## config.mk

```make
export PLATFORM = sky130hd
export DESIGN_NAME = wgt_timer_top
export DESIGN_NICKNAME = d
export VERILOG_FILES = /design/src/common/wgt_pkg.sv /design/src/rtl/wgt_timer_top.sv /design/src/rtl/wgt_prescaler.sv /design/src/rtl/wgt_counter.sv
export SDC_FILE = /design/constraint.sdc
export NUM_CORES = 1
export LEC_CHECK = 0
export BUFFER_PORTS_ARGS = -buffer_cell sky130_fd_sc_hd__buf_2
export CORE_MARGIN = 4
export CORE_UTILIZATION = 55
export CTS_CLUSTER_SIZE = 30
export DETAILED_ROUTE_END_ITERATION = 16
export PLACE_DENSITY = 0.87
export SLEW_MARGIN = 20
export SYNTH_ARGS = -nofsm -noshare
export SYNTH_HDL_FRONTEND = slang
export SYNTH_SLANG_ARGS = --single-unit
```

## constraint.sdc

```tcl
create_clock -name core_clk -period 7.75 [get_ports core_clk]
set_input_delay 1.1625 -clock core_clk [delete_from_list [all_inputs] [get_ports core_clk]]
set_output_delay 1.1625 -clock core_clk [all_outputs]
set_load 0.02 [all_outputs]
```

## src/common/wgt_pkg.sv

```systemverilog
`default_nettype none

package wgt_pkg;

  ////////////////////////////////////////////////////////////////////////////
  // Register indices; byte address is four times the index
  localparam int unsigned IDX_W = 8;
  localparam logic [7:0] IDX_WAKE_CTRL     = 8'h2D;
  localparam logic [7:0] IDX_WAKE_PRESCALE = 8'h2E;
  localparam logic [7:0] IDX_INTERVAL_HI   = 8'h2F;
  localparam logic [7:0] IDX_INTERVAL_LO   = 8'h30;
  localparam logic [7:0] IDX_STAY          = 8'h31;
  localparam logic [7:0] IDX_GT_CONFIG     = 8'h32;
  localparam logic [7:0] IDX_GT_PRESCALE   = 8'h33;
  localparam logic [7:0] IDX_T1_PERIOD     = 8'h34;
  localparam logic [7:0] IDX_T2_PERIOD     = 8'h35;
  localparam logic [7:0] IDX_STATUS        = 8'h40;
  localparam logic [7:0] IDX_MASK          = 8'h41;

  ////////////////////////////////////////////////////////////////////////////
  // Field positions and reset values
  localparam int unsigned WAKE_CLK_SEL_BIT = 2;
  localparam int unsigned WAKE_EN_BIT      = 4;
  localparam int unsigned STAY_EN_BIT      = 5;
  localparam logic [7:0]  WAKE_CTRL_MASK   = 8'h34;
  localparam logic [7:0]  WAKE_CTRL_RESET  = 8'h04;
  localparam int unsigned GT_RUN_BIT       = 0;
  localparam int unsigned GT_SEL_BIT       = 1;
  localparam int unsigned GT_STRIDE        = 4;
  localparam logic [7:0]  GT_CONFIG_MASK   = 8'h33;
  localparam logic [7:0]  REG_RESET        = 8'h00;

  localparam int unsigned EV_N    = 4;
  localparam int unsigned EV_WAKE = 0;
  localparam int unsigned EV_STAY = 1;
  localparam int unsigned EV_T1   = 2;
  localparam int unsigned EV_T2   = 3;

  localparam logic [1:0] RESP_OKAY   = 2'h0;
  localparam logic [1:0] RESP_SLVERR = 2'h2;

  localparam int unsigned DIV_W = 17;

  ////////////////////////////////////////////////////////////////////////////
  // Prescaler code decoding
  function automatic logic [16:0] gt_div(input logic [3:0] code);
    if (code == 4'h0)
      return 17'h00001;
    else if (code <= 4'h9)
      return 17'h00001 << ({1'b0, code} + 5'h06);
    else
      return 17'h10000;
  endfunction

  function automatic logic [16:0] wake_div(input logic [3:0] code);
    case (code)
      4'h0:    return 17'h00001;
      4'h9:    return 17'h00002;
      4'hA:    return 17'h00004;
      4'hB:    return 17'h00008;
      4'hC:    return 17'h00010;
      4'hD,
      4'hE,
      4'hF:    return 17'h04000;
      default: return 17'h00001 << ({1'b0, code} + 5'h06);
    endcase
  endfunction

endpackage

`default_nettype wire

```

## src/rtl/wgt_timer_top.sv

```systemverilog
// Notes on behaviour
// - Wake interval = wake clock period x wake divider x 16-bit value (two bytes).
// - Stay-awake time = wake clock period x wake divider x 8-bit value.
// - Timer two clock select bit 5: 0 wake clock, 1 2MHz.
// - Timer one clock select bit 1: 0 wake clock, 1 2MHz.
// - Bit 4 runs timer two: 1 starts or resumes, 0 pauses keeping count.
// - Bit 0 runs timer one: 1 starts or resumes, 0 pauses keeping count.
// - A general timer clears its own run bit on time-out.
// - Timer two prescale bits 7:4: 0 none, 1..9 128..32768, else 65536.
// - Timer one prescale bits 3:0 decode the same way as timer two.
// - Wake clock is external input when select is 0, RC oscillator at 1.
// - Timer one period = its clock period x prescale x 8-bit period value.
// - Timer two period = its clock period x prescale x 8-bit period value.
`timescale 1ns/1ps
`default_nettype none

module wgt_timer_top
  import wgt_pkg::*;
(
  input  wire logic            core_clk,
  input  wire logic            reset,
  input  wire logic [31:0]     s_axi_awaddr,
  input  wire logic            s_axi_awvalid,
  output logic                 s_axi_awready,
  input  wire logic [31:0]     s_axi_wdata,
  input  wire logic [3:0]      s_axi_wstrb,
  input  wire logic            s_axi_wvalid,
  output logic                 s_axi_wready,
  output logic [1:0]           s_axi_bresp,
  output logic                 s_axi_bvalid,
  input  wire logic            s_axi_bready,
  input  wire logic [31:0]     s_axi_araddr,
  input  wire logic            s_axi_arvalid,
  output logic                 s_axi_arready,
  output logic [31:0]          s_axi_rdata,
  output logic [1:0]           s_axi_rresp,
  output logic                 s_axi_rvalid,
  input  wire logic            s_axi_rready,
  input  wire logic            ext_wake_clk,
  input  wire logic            rc_wake_clk,
  input  wire logic            ref_2mhz_clk,
  output logic [wgt_pkg::EV_N-1:0] timeout_event,
  output logic                 stay_awake_active,
  output logic                 irq
);

  import wgt_pkg::*;

  ////////////////////////////////////////////////////////////////////////////
  // Registers
  logic [7:0]      wake_ctrl_q;
  logic [7:0]      wake_prescale_q;
  logic [7:0]      interval_hi_q;
  logic [7:0]      interval_lo_q;
  logic [7:0]      stay_q;
  logic [7:0]      gt_config_q;
  logic [7:0]      gt_config_d;
  logic [7:0]      gt_prescale_q;
  logic [7:0]      period_q [2];
  logic [EV_N-1:0] status_q;
  logic [EV_N-1:0] status_d;
  logic [EV_N-1:0] mask_q;
  logic            stay_active_q;
  logic [EV_N-1:0] event_q;
  logic            irq_q;

  ////////////////////////////////////////////////////////////////////////////
  // AXI4-Lite write channel
  logic       aw_hold_q;
  logic [7:0] aw_idx_q;
  logic       w_hold_q;
  logic [7:0] w_data_q;
  logic       w_lane_q;
  logic       awready_q;
  logic       wready_q;
  logic       bvalid_q;
  logic [1:0] bresp_q;

  logic       aw_take;
  logic       w_take;
  logic       aw_have;
  logic       w_have;
  logic       do_write;
  logic       aw_hold_d;
  logic       w_hold_d;
  logic       bvalid_d;
  logic [7:0] wr_idx;
  logic [7:0] wr_data;
  logic       wr_lane;
  logic       wr_en;
  logic       wr_mapped;

  assign aw_take   = s_axi_awvalid && awready_q;
  assign w_take    = s_axi_wvalid && wready_q;
  assign aw_have   = aw_hold_q || aw_take;
  assign w_have    = w_hold_q || w_take;
  assign do_write  = aw_have && w_have && !bvalid_q;
  assign aw_hold_d = aw_have && !do_write;
  assign w_hold_d  = w_have && !do_write;
  assign bvalid_d  = do_write || (bvalid_q && !s_axi_bready);
  assign wr_idx    = aw_take ? s_axi_awaddr[9:2] : aw_idx_q;
  assign wr_data   = w_take ? s_axi_wdata[7:0] : w_data_q;
  assign wr_lane   = w_take ? s_axi_wstrb[0] : w_lane_q;
  assign wr_en     = do_write && wr_lane && (aw_take
                     ? (s_axi_awaddr[31:10] == '0) : 1'b1);

  function automatic logic mapped(input logic [7:0] idx);
    return (idx >= IDX_WAKE_CTRL && idx <= IDX_T2_PERIOD)
        || idx == IDX_STATUS || idx == IDX_MASK;
  endfunction

  assign wr_mapped = mapped(wr_idx)
                     && (!aw_take || s_axi_awaddr[31:10] == '0);

  always_ff @(posedge core_clk)
  begin
    if (reset)
    begin
      aw_hold_q <= 1'b0;
      w_hold_q  <= 1'b0;
      aw_idx_q  <= '0;
      w_data_q  <= '0;
      w_lane_q  <= 1'b0;
      awready_q <= 1'b0;
      wready_q  <= 1'b0;
      bvalid_q  <= 1'b0;
      bresp_q   <= RESP_OKAY;
    end
    else
    begin
      aw_hold_q <= aw_hold_d;
      w_hold_q  <= w_hold_d;
      if (aw_take)
        aw_idx_q <= (s_axi_awaddr[31:10] == '0) ? s_axi_awaddr[9:2] : 8'hFF;
      if (w_take)
      begin
        w_data_q <= s_axi_wdata[7:0];
        w_lane_q <= s_axi_wstrb[0];
      end
      awready_q <= !aw_hold_d && !bvalid_d;
      wready_q  <= !w_hold_d && !bvalid_d;
      bvalid_q  <= bvalid_d;
      if (do_write)
        bresp_q <= wr_mapped ? RESP_OKAY : RESP_SLVERR;
    end
  end

  ////////////////////////////////////////////////////////////////////////////
  // AXI4-Lite read channel
  logic        arready_q;
  logic        rvalid_q;
  logic [31:0] rdata_q;
  logic [1:0]  rresp_q;
  logic        ar_take;
  logic        rvalid_d;
  logic [7:0]  rd_idx;
  logic        rd_ok;
  logic [7:0]  rd_val;

  assign ar_take  = s_axi_arvalid && arready_q;
  assign rvalid_d = ar_take || (rvalid_q && !s_axi_rready);
  assign rd_idx   = s_axi_araddr[9:2];
  assign rd_ok    = mapped(rd_idx) && (s_axi_araddr[31:10] == '0);
  assign rd_val   =
      (rd_idx == IDX_WAKE_CTRL)     ? (wake_ctrl_q
                                       | {2'h0, stay_active_q, 5'h00}) & 8'hFF
    : (rd_idx == IDX_WAKE_PRESCALE) ? wake_prescale_q
    : (rd_idx == IDX_INTERVAL_HI)   ? interval_hi_q
    : (rd_idx == IDX_INTERVAL_LO)   ? interval_lo_q
    : (rd_idx == IDX_STAY)          ? stay_q
    : (rd_idx == IDX_GT_CONFIG)     ? gt_config_q
    : (rd_idx == IDX_GT_PRESCALE)   ? gt_prescale_q
    : (rd_idx == IDX_T1_PERIOD)     ? period_q[0]
    : (rd_idx == IDX_T2_PERIOD)     ? period_q[1]
    : (rd_idx == IDX_STATUS)        ? {4'h0, status_q}
    : (rd_idx == IDX_MASK)          ? {4'h0, mask_q}
    : 8'h00;

  always_ff @(posedge core_clk)
  begin
    if (reset)
    begin
      arready_q <= 1'b0;
      rvalid_q  <= 1'b0;
      rdata_q   <= '0;
      rresp_q   <= RESP_OKAY;
    end
    else
    begin
      arready_q <= !rvalid_d;
      rvalid_q  <= rvalid_d;
      if (ar_take)
      begin
        rdata_q <= {24'h000000, rd_ok ? rd_val : 8'h00};
        rresp_q <= rd_ok ? RESP_OKAY : RESP_SLVERR;
      end
    end
  end

  ////////////////////////////////////////////////////////////////////////////
  // Clock source edges, pins are synchronous to core_clk
  logic [2:0] src_q;
  logic [2:0] src_p;
  logic       ext_edge;
  logic       rc_edge;
  logic       fast_edge;
  logic       wake_edge;

  always_ff @(posedge core_clk)
  begin
    if (reset)
    begin
      src_q <= '0;
      src_p <= '0;
    end
    else
    begin
      src_q <= {ref_2mhz_clk, rc_wake_clk, ext_wake_clk};
      src_p <= src_q;
    end
  end

  assign ext_edge  = src_q[0] && !src_p[0];
  assign rc_edge   = src_q[1] && !src_p[1];
  assign fast_edge = src_q[2] && !src_p[2];
  assign wake_edge = wake_ctrl_q[WAKE_CLK_SEL_BIT] ? rc_edge
                                                   : ext_edge;

  ////////////////////////////////////////////////////////////////////////////
  // Wake-up interval and stay-awake timers
  logic        wake_en;
  logic        wake_run;
  logic        wake_tick;
  logic        wake_hit;
  logic        stay_hit;
  logic [15:0] interval_val;

  assign wake_en      = wake_ctrl_q[WAKE_EN_BIT];
  assign wake_run     = wake_en || stay_active_q;
  assign interval_val = {interval_hi_q, interval_lo_q};

  wgt_prescaler #(.DW(DIV_W)) u_wake_pre (
    .core_clk (core_clk),
    .reset    (reset),
    .clr      (!wake_run),
    .run      (wake_run),
    .src_tick (wake_edge),
    .divisor  (wake_div(wake_prescale_q[3:0])),
    .tick_out (wake_tick)
  );

  wgt_counter #(.W(16)) u_wake_cnt (
    .core_clk (core_clk),
    .reset    (reset),
    .clr      (!wake_en),
    .run      (wake_en),
    .tick     (wake_tick),
    .period   (interval_val),
    .hit      (wake_hit)
  );

  wgt_counter #(.W(8)) u_stay_cnt (
    .core_clk (core_clk),
    .reset    (reset),
    .clr      (!stay_active_q),
    .run      (stay_active_q),
    .tick     (wake_tick),
    .period   (stay_q),
    .hit      (stay_hit)
  );

  ////////////////////////////////////////////////////////////////////////////
  // General purpose timers
  logic [1:0] gt_hit;

  genvar g;
  generate
    for (g = 0; g < 2; g++)
    begin : g_gt
      logic gt_run;
      logic gt_src;
      logic gt_tick;
      assign gt_run = gt_config_q[g*GT_STRIDE + GT_RUN_BIT];
      assign gt_src = gt_config_q[g*GT_STRIDE + GT_SEL_BIT]
                      ? fast_edge : wake_edge;

      wgt_prescaler #(.DW(DIV_W)) u_pre (
        .core_clk (core_clk),
        .reset    (reset),
        .clr      (1'b0),
        .run      (gt_run),
        .src_tick (gt_src),
        .divisor  (gt_div(gt_prescale_q[g*GT_STRIDE +: 4])),
        .tick_out (gt_tick)
      );

      wgt_counter #(.W(8)) u_cnt (
        .core_clk (core_clk),
        .reset    (reset),
        .clr      (1'b0),
        .run      (gt_run),
        .tick     (gt_tick),
        .period   (period_q[g]),
        .hit      (gt_hit[g])
      );
    end
  endgenerate

  ////////////////////////////////////////////////////////////////////////////
  // Register writes, self-clearing run bits and event status
  logic            wr_cfg;
  logic [EV_N-1:0] ev_now;
  logic [EV_N-1:0] w1c;

  assign wr_cfg = wr_en && wr_idx == IDX_GT_CONFIG;
  always_comb
  begin
    gt_config_d = gt_config_q;
    if (gt_hit[0])
      gt_config_d[GT_RUN_BIT] = 1'b0;
    if (gt_hit[1])
      gt_config_d[GT_STRIDE + GT_RUN_BIT] = 1'b0;
    if (wr_cfg)
      gt_config_d = wr_data & GT_CONFIG_MASK;
  end

  assign ev_now   = {gt_hit[1], gt_hit[0], stay_hit, wake_hit};
  assign w1c      = (wr_en && wr_idx == IDX_STATUS) ? wr_data[EV_N-1:0] : '0;
  assign status_d = (status_q & ~w1c) | ev_now;

  always_ff @(posedge core_clk)
  begin
    if (reset)
    begin
      wake_ctrl_q     <= WAKE_CTRL_RESET;
      wake_prescale_q <= REG_RESET;
      interval_hi_q   <= REG_RESET;
      interval_lo_q   <= REG_RESET;
      stay_q          <= REG_RESET;
      gt_config_q     <= REG_RESET;
      gt_prescale_q   <= REG_RESET;
      period_q[0]     <= REG_RESET;
      period_q[1]     <= REG_RESET;
      mask_q          <= '0;
    end
    else
    begin
      gt_config_q <= gt_config_d;
      if (wr_en && wr_idx == IDX_WAKE_CTRL)
        wake_ctrl_q <= wr_data & WAKE_CTRL_MASK;
      if (wr_en && wr_idx == IDX_WAKE_PRESCALE)
        wake_prescale_q <= wr_data;
      if (wr_en && wr_idx == IDX_INTERVAL_HI)
        interval_hi_q <= wr_data;
      if (wr_en && wr_idx == IDX_INTERVAL_LO)
        interval_lo_q <= wr_data;
      if (wr_en && wr_idx == IDX_STAY)
        stay_q <= wr_data;
      if (wr_en && wr_idx == IDX_GT_PRESCALE)
        gt_prescale_q <= wr_data;
      if (wr_en && wr_idx == IDX_T1_PERIOD)
        period_q[0] <= wr_data;
      if (wr_en && wr_idx == IDX_T2_PERIOD)
        period_q[1] <= wr_data;
      if (wr_en && wr_idx == IDX_MASK)
        mask_q <= wr_data[EV_N-1:0];
    end
  end

  // Stay-awake window opens on a wake time-out when enabled
  always_ff @(posedge core_clk)
  begin
    if (reset)
    begin
      stay_active_q <= 1'b0;
      status_q      <= '0;
      event_q       <= '0;
      irq_q         <= 1'b0;
    end
    else
    begin
      if (wake_hit && wake_ctrl_q[STAY_EN_BIT])
        stay_active_q <= 1'b1;
      else if (stay_hit)
        stay_active_q <= 1'b0;
      status_q <= status_d;
      event_q  <= ev_now;
      irq_q    <= |(status_d & mask_q);
    end
  end

  ////////////////////////////////////////////////////////////////////////////
  // Outputs
  assign s_axi_awready     = awready_q;
  assign s_axi_wready      = wready_q;
  assign s_axi_bvalid      = bvalid_q;
  assign s_axi_bresp       = bresp_q;
  assign s_axi_arready     = arready_q;
  assign s_axi_rvalid      = rvalid_q;
  assign s_axi_rdata       = rdata_q;
  assign s_axi_rresp       = rresp_q;
  assign timeout_event     = event_q;
  assign stay_awake_active = stay_active_q;
  assign irq               = irq_q;

endmodule // wgt_timer_top

`default_nettype wire

```

## src/rtl/wgt_prescaler.sv

```systemverilog
`timescale 1ns/1ps
`default_nettype none

module wgt_prescaler
  import wgt_pkg::*;
#(
  parameter int unsigned DW = DIV_W
)
(
  input  wire logic          core_clk,
  input  wire logic          reset,
  input  wire logic          clr,
  input  wire logic          run,
  input  wire logic          src_tick,
  input  wire logic [DW-1:0] divisor,
  output logic               tick_out
);

  logic [DW-2:0] cnt_q;
  logic [DW-1:0] div_m1;
  logic          last;

  assign div_m1   = divisor - {{(DW-1){1'b0}}, 1'b1};
  assign last     = ({1'b0, cnt_q} == div_m1) || (divisor <= 1);
  assign tick_out = run && src_tick && last;

  // Pausing keeps the partial count so a resume continues exactly
  always_ff @(posedge core_clk)
  begin
    if (reset || clr)
      cnt_q <= '0;
    else if (run && src_tick)
      cnt_q <= last ? '0 : cnt_q + 1'b1;
  end

endmodule // wgt_prescaler

`default_nettype wire

```

## src/rtl/wgt_counter.sv

```systemverilog
`timescale 1ns/1ps
`default_nettype none

module wgt_counter
#(
  parameter int unsigned W = 8
)
(
  input  wire logic         core_clk,
  input  wire logic         reset,
  input  wire logic         clr,
  input  wire logic         run,
  input  wire logic         tick,
  input  wire logic [W-1:0] period,
  output logic              hit
);

  logic [W-1:0] cnt_q;
  logic [W-1:0] cnt_inc;

  assign cnt_inc = cnt_q + {{(W-1){1'b0}}, 1'b1};
  // A period of zero wraps round the full counter range
  assign hit     = run && tick && (cnt_inc == period);

  always_ff @(posedge core_clk)
  begin
    if (reset || clr || hit)
      cnt_q <= '0;
    else if (run && tick)
      cnt_q <= cnt_inc;
  end

endmodule // wgt_counter

`default_nettype wire

```

# == Word-level counts from Yosys, hierarchy flattened ==
# Memories as Yosys holds them, arrays and structs flattened.
# Index checks and enable logic that the tools add are counted.
# totals
regBits,191
ram_bits,16
inputBits,110
mem_count,1
# classes
add_sub_neg,13
magnitude_cmp,9
eq_ne,36
shifts,3
muxes,46
bitwise_logic,7
n_reduce_logical,91
# memory_table
memory,depth,width,rd,rd_ports_with_merged_regs,write_ports,line,text
period_q,2,8,2,0,2,wgt_timer_top.sv:59,logic [7:0] period_q [2];
# op_table
cell,count
8-bit by 6-bit equality test with 1-bit output (second input constant),18
8-bit 2-to-1 mux,15
17-bit case mux with 6 select lines,1
17-bit 2-to-1 mux,4
16-bit by 1-bit adder with 16-bit output (second input constant),4
16-bit by 17-bit equality test with 1-bit output,3
17-bit by 1-bit less-or-equal comparator with 1-bit output (second input constant),3
1-bit by 5-bit left shift with 17-bit output (first input constant),3
17-bit by 1-bit subtractor with 17-bit output (second input constant),3
16-bit 2-to-1 mux,3
1-bit logical AND,46
22-bit logical NOT,2
8-bit by 7-bit equality test with 1-bit output (second input constant),4
4-bit equality test (second input constant),7
8-bit by 1-bit adder with 8-bit output (second input constant),3
8-bit equality test,3
1-bit logical OR,20
1-bit 2-to-1 mux,17
16-bit equality test,1
8-bit by 6-bit greater-or-equal comparator with 1-bit output (second input constant),2
8-bit by 6-bit less-or-equal comparator with 1-bit output (second input constant),2
4-bit by 3-bit adder with 5-bit output (second input constant),3
1-bit logical NOT,15
4-bit logical NOT,3
other kinds (12),20

# == Depth between registers and ports, before layout ==
# logic_depth
depth_word,13
mapped_depth,20
depth_no_buf,14

# == Hierarchy ==
# From an unflattened synthesis, not the netlist that was laid out.
# unflattened
cells_unflattened,1635
hier_area_um2,13489.2
# by_module_without_submodules
mod,n_inst,cells_each,area_each_um2,seq_area_each_um2
wgt_timer_top,1,757,6283.5,2502.4
wgt_prescaler at g_gt[1].u_pre ...,2,180,1458.9,320.3
wgt_counter at g_gt[0].u_cnt ...,3,63,553.0,160.2
wgt_prescaler at g_gt[0].u_pre,1,181,1416.4,320.3
wgt_counter at u_wake_cnt,1,148,1212.4,320.3

# == Worst setup path before layout ==
# No wires, ideal clock.
# synth_path
kind,reg-to-reg
from,register wake_prescale_q[2]
to,register u_wake_cnt.cnt_q[10]
arrival_ps,4176
slack_ps,3487
stages_incl_launch_ff,20
synth_period_minus_slack_ps,4263
cell_sequence,dfxtp_1 -> clkbuf_1 -> buf_2 -> inv_1 -> ha_1 -> buf_2 -> nand2_4 -> a2111oi_4 -> inv_1 -> ha_1 -> xnor2_1 -> a311o_1 -> a2111oi_2 -> o2111ai_1 -> nor4_2 -> a21oi_2 -> or3_1 -> buf_2 -> buf_6 -> o31ai_1
# synth_between
elab_chain_cells,10
word_cells_on_any_way,20
cone_classes,2 x add/sub; 1 x order compare; 8 x eq/ne; 1 x shift; 1 x mux; 7 x reduce/logical
# synth_lines
element,line,text
from (decl),wgt_timer_top.sv:52,logic [7:0] wake_prescale_q;
from (signal assigned),wgt_timer_top.sv:352,wake_prescale_q <= wr_data;
4-bit by 3-bit adder with 5-bit output or 4-bit equality test (tied branches),"wgt_pkg.sv:65, wgt_pkg.sv:56",
1-bit by 5-bit left shift with 17-bit output or 3-bit OR reduction (tied branches),"wgt_pkg.sv:65, wgt_pkg.sv:56",
17-bit case mux with 6 select lines *,wgt_pkg.sv:56,case (code)
17-bit by 1-bit subtractor with 17-bit output,wgt_prescaler.sv:23,"assign div_m1 = divisor - {{(DW-1){1'b0}}, 1'b1};"
16-bit by 17-bit equality test with 1-bit output,wgt_prescaler.sv:24,"assign last = ({1'b0, cnt_q} == div_m1) || (divisor <= 1);"
1-bit logical OR *,wgt_prescaler.sv:24,
1-bit logical AND *,wgt_prescaler.sv:25,assign tick_out = run && src_tick && last;
1-bit logical AND *,"wgt_counter.sv:23, wgt_counter.sv:29",
1-bit logical AND,wgt_counter.sv:23,assign hit = run && tick && (cnt_inc == period);
1-bit logical OR,wgt_counter.sv:27,if (reset || clr || hit)
to (signal assigned),wgt_counter.sv:30,cnt_q <= cnt_inc;
to (decl),wgt_counter.sv:18,logic [W-1:0] cnt_q;
# Every way passes the cells marked *; elsewhere a longest branch is shown, timed or not.
# A chain may end at the register's enable or synchronous reset.

# == Worst setup path in the final report ==
# layout_path
from,register wake_prescale_q[1]
to,register u_wake_pre.cnt_q[13]
# layout_between
elab_chain_cells,7
word_cells_on_any_way,17
cone_classes,2 x add/sub; 1 x order compare; 8 x eq/ne; 1 x shift; 2 x mux; 3 x reduce/logical
# layout_lines
element,line,text
4-bit by 3-bit adder with 5-bit output or 4-bit equality test (tied branches),"wgt_pkg.sv:65, wgt_pkg.sv:56",
1-bit by 5-bit left shift with 17-bit output or 3-bit OR reduction (tied branches),"wgt_pkg.sv:65, wgt_pkg.sv:56",
17-bit case mux with 6 select lines *,wgt_pkg.sv:56,
17-bit by 1-bit subtractor with 17-bit output,wgt_prescaler.sv:23,
16-bit by 17-bit equality test with 1-bit output,wgt_prescaler.sv:24,
1-bit logical OR *,wgt_prescaler.sv:24,
16-bit 2-to-1 mux *,wgt_prescaler.sv:33,cnt_q <= last ? '0 : cnt_q + 1'b1;
to (signal assigned),wgt_prescaler.sv:33,
to (decl),wgt_prescaler.sv:19,logic [DW-2:0] cnt_q;
# Marked as above.

==> impl_results.md <==
- Total grt overflow: 0
- Static Leak: 5.39 nW
- DRT iter0 DRCs: 1,299
- GPL Wtd Cong: 0.956
- Worst Path Arrival: 6.05 ns
- P&R area growth vs syn: 9.03%
- Critical Path Start Type: flop
- H-tree levels: 1
- Most used DFF post-synth: dfxtp_1
- DPL Wire Length: 26,900 um
- WP data required: 8.12 ns
- Via density per instance: 6.23
- Setup violators final: 0
- Slew Limit Fails: 0
- FF-to-FF setup slack: 2.07 ns
- Hold_buf cts: 0
- CTS clock-pin slew for the worst setup and hold paths: 0.06 ns
- Yosys warns: 0
- All-layer global routing usage: 0.270
- FILL cells: 1,994
- Commonest non-fill, non-tap cell in the layout: nor2_1
- DR pass1 iterations: 6
- Hold Path Depth: 2
- Syn Inst Count: 1,693
- Hold Crit Class: reg -> reg
- Power density cells: 161 nW/um2
- Max_slew headroom: 0.309
- RSZ-0062 raised after global routing: no
- Max FO, Critical Path: 37
- Share of cells above drive strength 1: 0.112
- Max frequency: 176 MHz
- Final Cell Area: 14,700 um2
- Root buf cell: clkbuf_16
- CTS buffer count: 24
- Nets: 1,847
- Post-DRT Antenna Nets: 0
- Commonest non-fill, non-tap cells in the layout: nor2_1 (210), dfxtp_1 (189), nand2_1 (126)
- Core area: 23,800 um2
- DR vias: 12,800
- Post-synth EDFFs: 16
- Worst-case vdd ir drop: 0.137 mV
- Initial Utilization: 0.567
- Die Wd: 164 um
- Final TNS setup: 0 ns
- Clk sink count: 205
- Number of antenna violations at the first check in global routing: 1
- Die footprint: 27,000 um2
- Post_cts resized: 0
- Pin count of the biggest net entering global routing: 66
- IO buf count: 99
- Top-Level Pins: 157
- Skew-Pair Late Insertion Delay: 0.55 ns
- Async set or reset register ratio after synthesis: 0
- Die H: 164 um
- Max clock buf depth: 3
- Worst r2r path cells: 15
- Final Hold Vio Count: 0
- Status: completed
- Clk_skew: 0.0257 ns
- Tmin final: 5.68 ns
- Register bit total from synthesis: 205
- Reg2reg end: u_wake_pre.cnt_q[13]$_SDFFE_PP0P_
- Worst setup EP type: flop
- Synth unique cells: 87
- Worst-margin pin slew: 1.03 ns
- CTS tree: yes
- Hold path start: s_axi_rdata[1]$_SDFFE_PP0P_
- Critical path type: reg -> reg
- Sequential element share of the synthesized area: 0.317
- Vias in the first global route: 12,000
- Wire per inst: 18.2 um
- Cell taking the most area after synthesis: dfxtp_1
- Placed cell areas: 13,900 um2
- First-pass GRT wire length: 60,700 um
- Setup bufs post-CTS: 0
- Synth top area share: 0.281
- Final worst-path cycle share: 0.733
- Synthesized area per cell: 7.95 um2
- Worst r2r src: wake_prescale_q[1]$_SDFFE_PP0P_
- DRC Markers: 0
- Final Routed Wirelength: 37,400 um
- Hold Path End: s_axi_rdata[1]$_SDFFE_PP0P_
- Row count: 56
- Post-Syn Area: 13,500 um2
- Max-Cap Viols: 0
- Largest cells by area after synthesis: dfxtp_1 (28%), nor2_1 (5.9%), xnor2_1 (5.1%)
[sequential cells by signal, indices dropped and copies added (netlist names), 16 cells and up]
signal	flops
u_wake_pre.cnt_q	16
g_gt.u_cnt.cnt_q	16
period_q	16
u_wake_cnt.cnt_q	16
g_gt.u_pre.cnt_q	32
[worst max-delay path by stage]
| stage | start | endpoint | slack, ns |
|---|---|---|---|
| after floorplan | wake_prescale_q[2]$_SDFFE_PP0P_ | u_wake_cnt.cnt_q[10]$_SDFFE_PP0P_ | 3.49 |
| final | wake_prescale_q[1]$_SDFFE_PP0P_ | u_wake_pre.cnt_q[13]$_SDFFE_PP0P_ | 2.07 |
| after detailed placement | wake_prescale_q[1]$_SDFFE_PP0P_ | u_wake_pre.cnt_q[8]$_SDFFE_PP0P_ | 2.13 |
| after CTS | wake_prescale_q[1]$_SDFFE_PP0P_ | u_wake_pre.cnt_q[8]$_SDFFE_PP0P_ | 2.13 |
| after global routing | wake_prescale_q[1]$_SDFFE_PP0P_ | u_wake_pre.cnt_q[4]$_SDFFE_PP0P_ | 1.58 |
| after global placement | wake_prescale_q[1]$_SDFFE_PP0P_ | u_wake_cnt.cnt_q[5]$_SDFFE_PP0P_ | 2.33 |
[metal layers]
layer | share of wire | track usage | vias to the layer above
met2 | 0.46 | 0.446 | 605
li1 | - | - | 6132
met1 | 0.41 | 0.355 | 5945
met3 | 0.079 | 0.0374 | 128
met5 | 0.00019 | 0 | -
met4 | 0.047 | 0.116 | 2
[cells by family (layout without fill, tap and decap cells)]
family,count (synthesis),in the layout,synth area share
other cells,1,27,0.000279
mux,62,62,0.0472
flops,205,205,0.317
fa+ha+maj,17,17,0.0156
xor+xnor,144,144,0.0937
buf+inv,165,184,0.0572
simple gates,714,714,0.278
compound gates,385,385,0.192
[where the power goes]
part / total (mW) / switching (mW) / internal (mW)
registers: 1.09 / 0.00929 / 1.08
logic: 0.153 / 0.105 / 0.0476
clock network: 1.12 / 0.467 / 0.650
total: 2.36 / 0.581 / 1.78
[metrics by stage]
step                      utilization  std cells  hold WS (ns)  power (mW)  setup slack, ns
final                           0.618       2057         0.453        2.36             2.07
after global routing            0.618       2056         0.477        2.42             1.58
after CTS                       0.618       2056         0.457        2.36             2.13
after detailed placement        0.585       2014         0.446        1.26             2.13
after global placement          0.585       2014         0.440        1.26             2.33
after floorplan                     -       1718         0.426        1.21             3.49
[cell usage after synthesis (7+ instances only)]
| library cell | n |
|---|---|
| a211oi_1 | 21 |
| a21o_1 | 7 |
| a21oi_1 | 104 |
| a22oi_1 | 9 |
| a31oi_1 | 18 |
| and2_1 | 20 |
| and3_1 | 32 |
| and4_1 | 10 |
| buf_1 | 9 |
| buf_2 | 18 |
| buf_4 | 28 |
| clkbuf_1 | 74 |
| dfxtp_1 | 189 |
| edfxtp_1 | 16 |
| ha_1 | 16 |
| inv_1 | 33 |
| mux2_2 | 12 |
| mux2i_1 | 50 |
| nand2_1 | 126 |
| nand2b_1 | 29 |
| nand3_1 | 62 |
| nand3b_1 | 15 |
| nand4_1 | 23 |
| nor2_1 | 210 |
| nor2b_1 | 25 |
| nor3_1 | 34 |
| nor3b_1 | 13 |
| nor4_1 | 24 |
| nor4b_1 | 8 |
| o211ai_1 | 29 |
| o21ai_0 | 80 |
| o22ai_1 | 9 |
| o311ai_0 | 10 |
| o31ai_1 | 12 |
| or2_2 | 13 |
| or3_1 | 15 |
| or4_1 | 15 |
| or4b_1 | 7 |
| xnor2_1 | 78 |
| xor2_1 | 66 |
[critical path, stage by stage, from the launching register on]
cell       delay (ns)
dfxtp_1          0.91
inv_1            0.28
ha_1             0.77
nand2_4          0.12
a2111oi_4        0.45
inv_1            0.09
ha_1             0.31
xnor2_1          0.14
a311o_1          0.34
a2111oi_2        0.29
o2111ai_1        0.17
nor4_2           0.36
a21oi_2          0.09
buf_4            0.25
o21ai_1          0.82
nor2_1           0.14
[final cells by class]
type,instances,area [um2],area share
Antenna cell,1,2.50,0.000170
Clock buffer,37,729,0.0497
Clock inverter,5,57.6,0.00392
Inverter,33,124,0.00844
Multi-Input combinational cell,1348,8530,0.581
Sequential cell,205,4260,0.290
Tap cell,319,399,0.0272
Timing Repair Buffer,109,573,0.0390
Note: power is estimated with default switching activity, not from simulation.
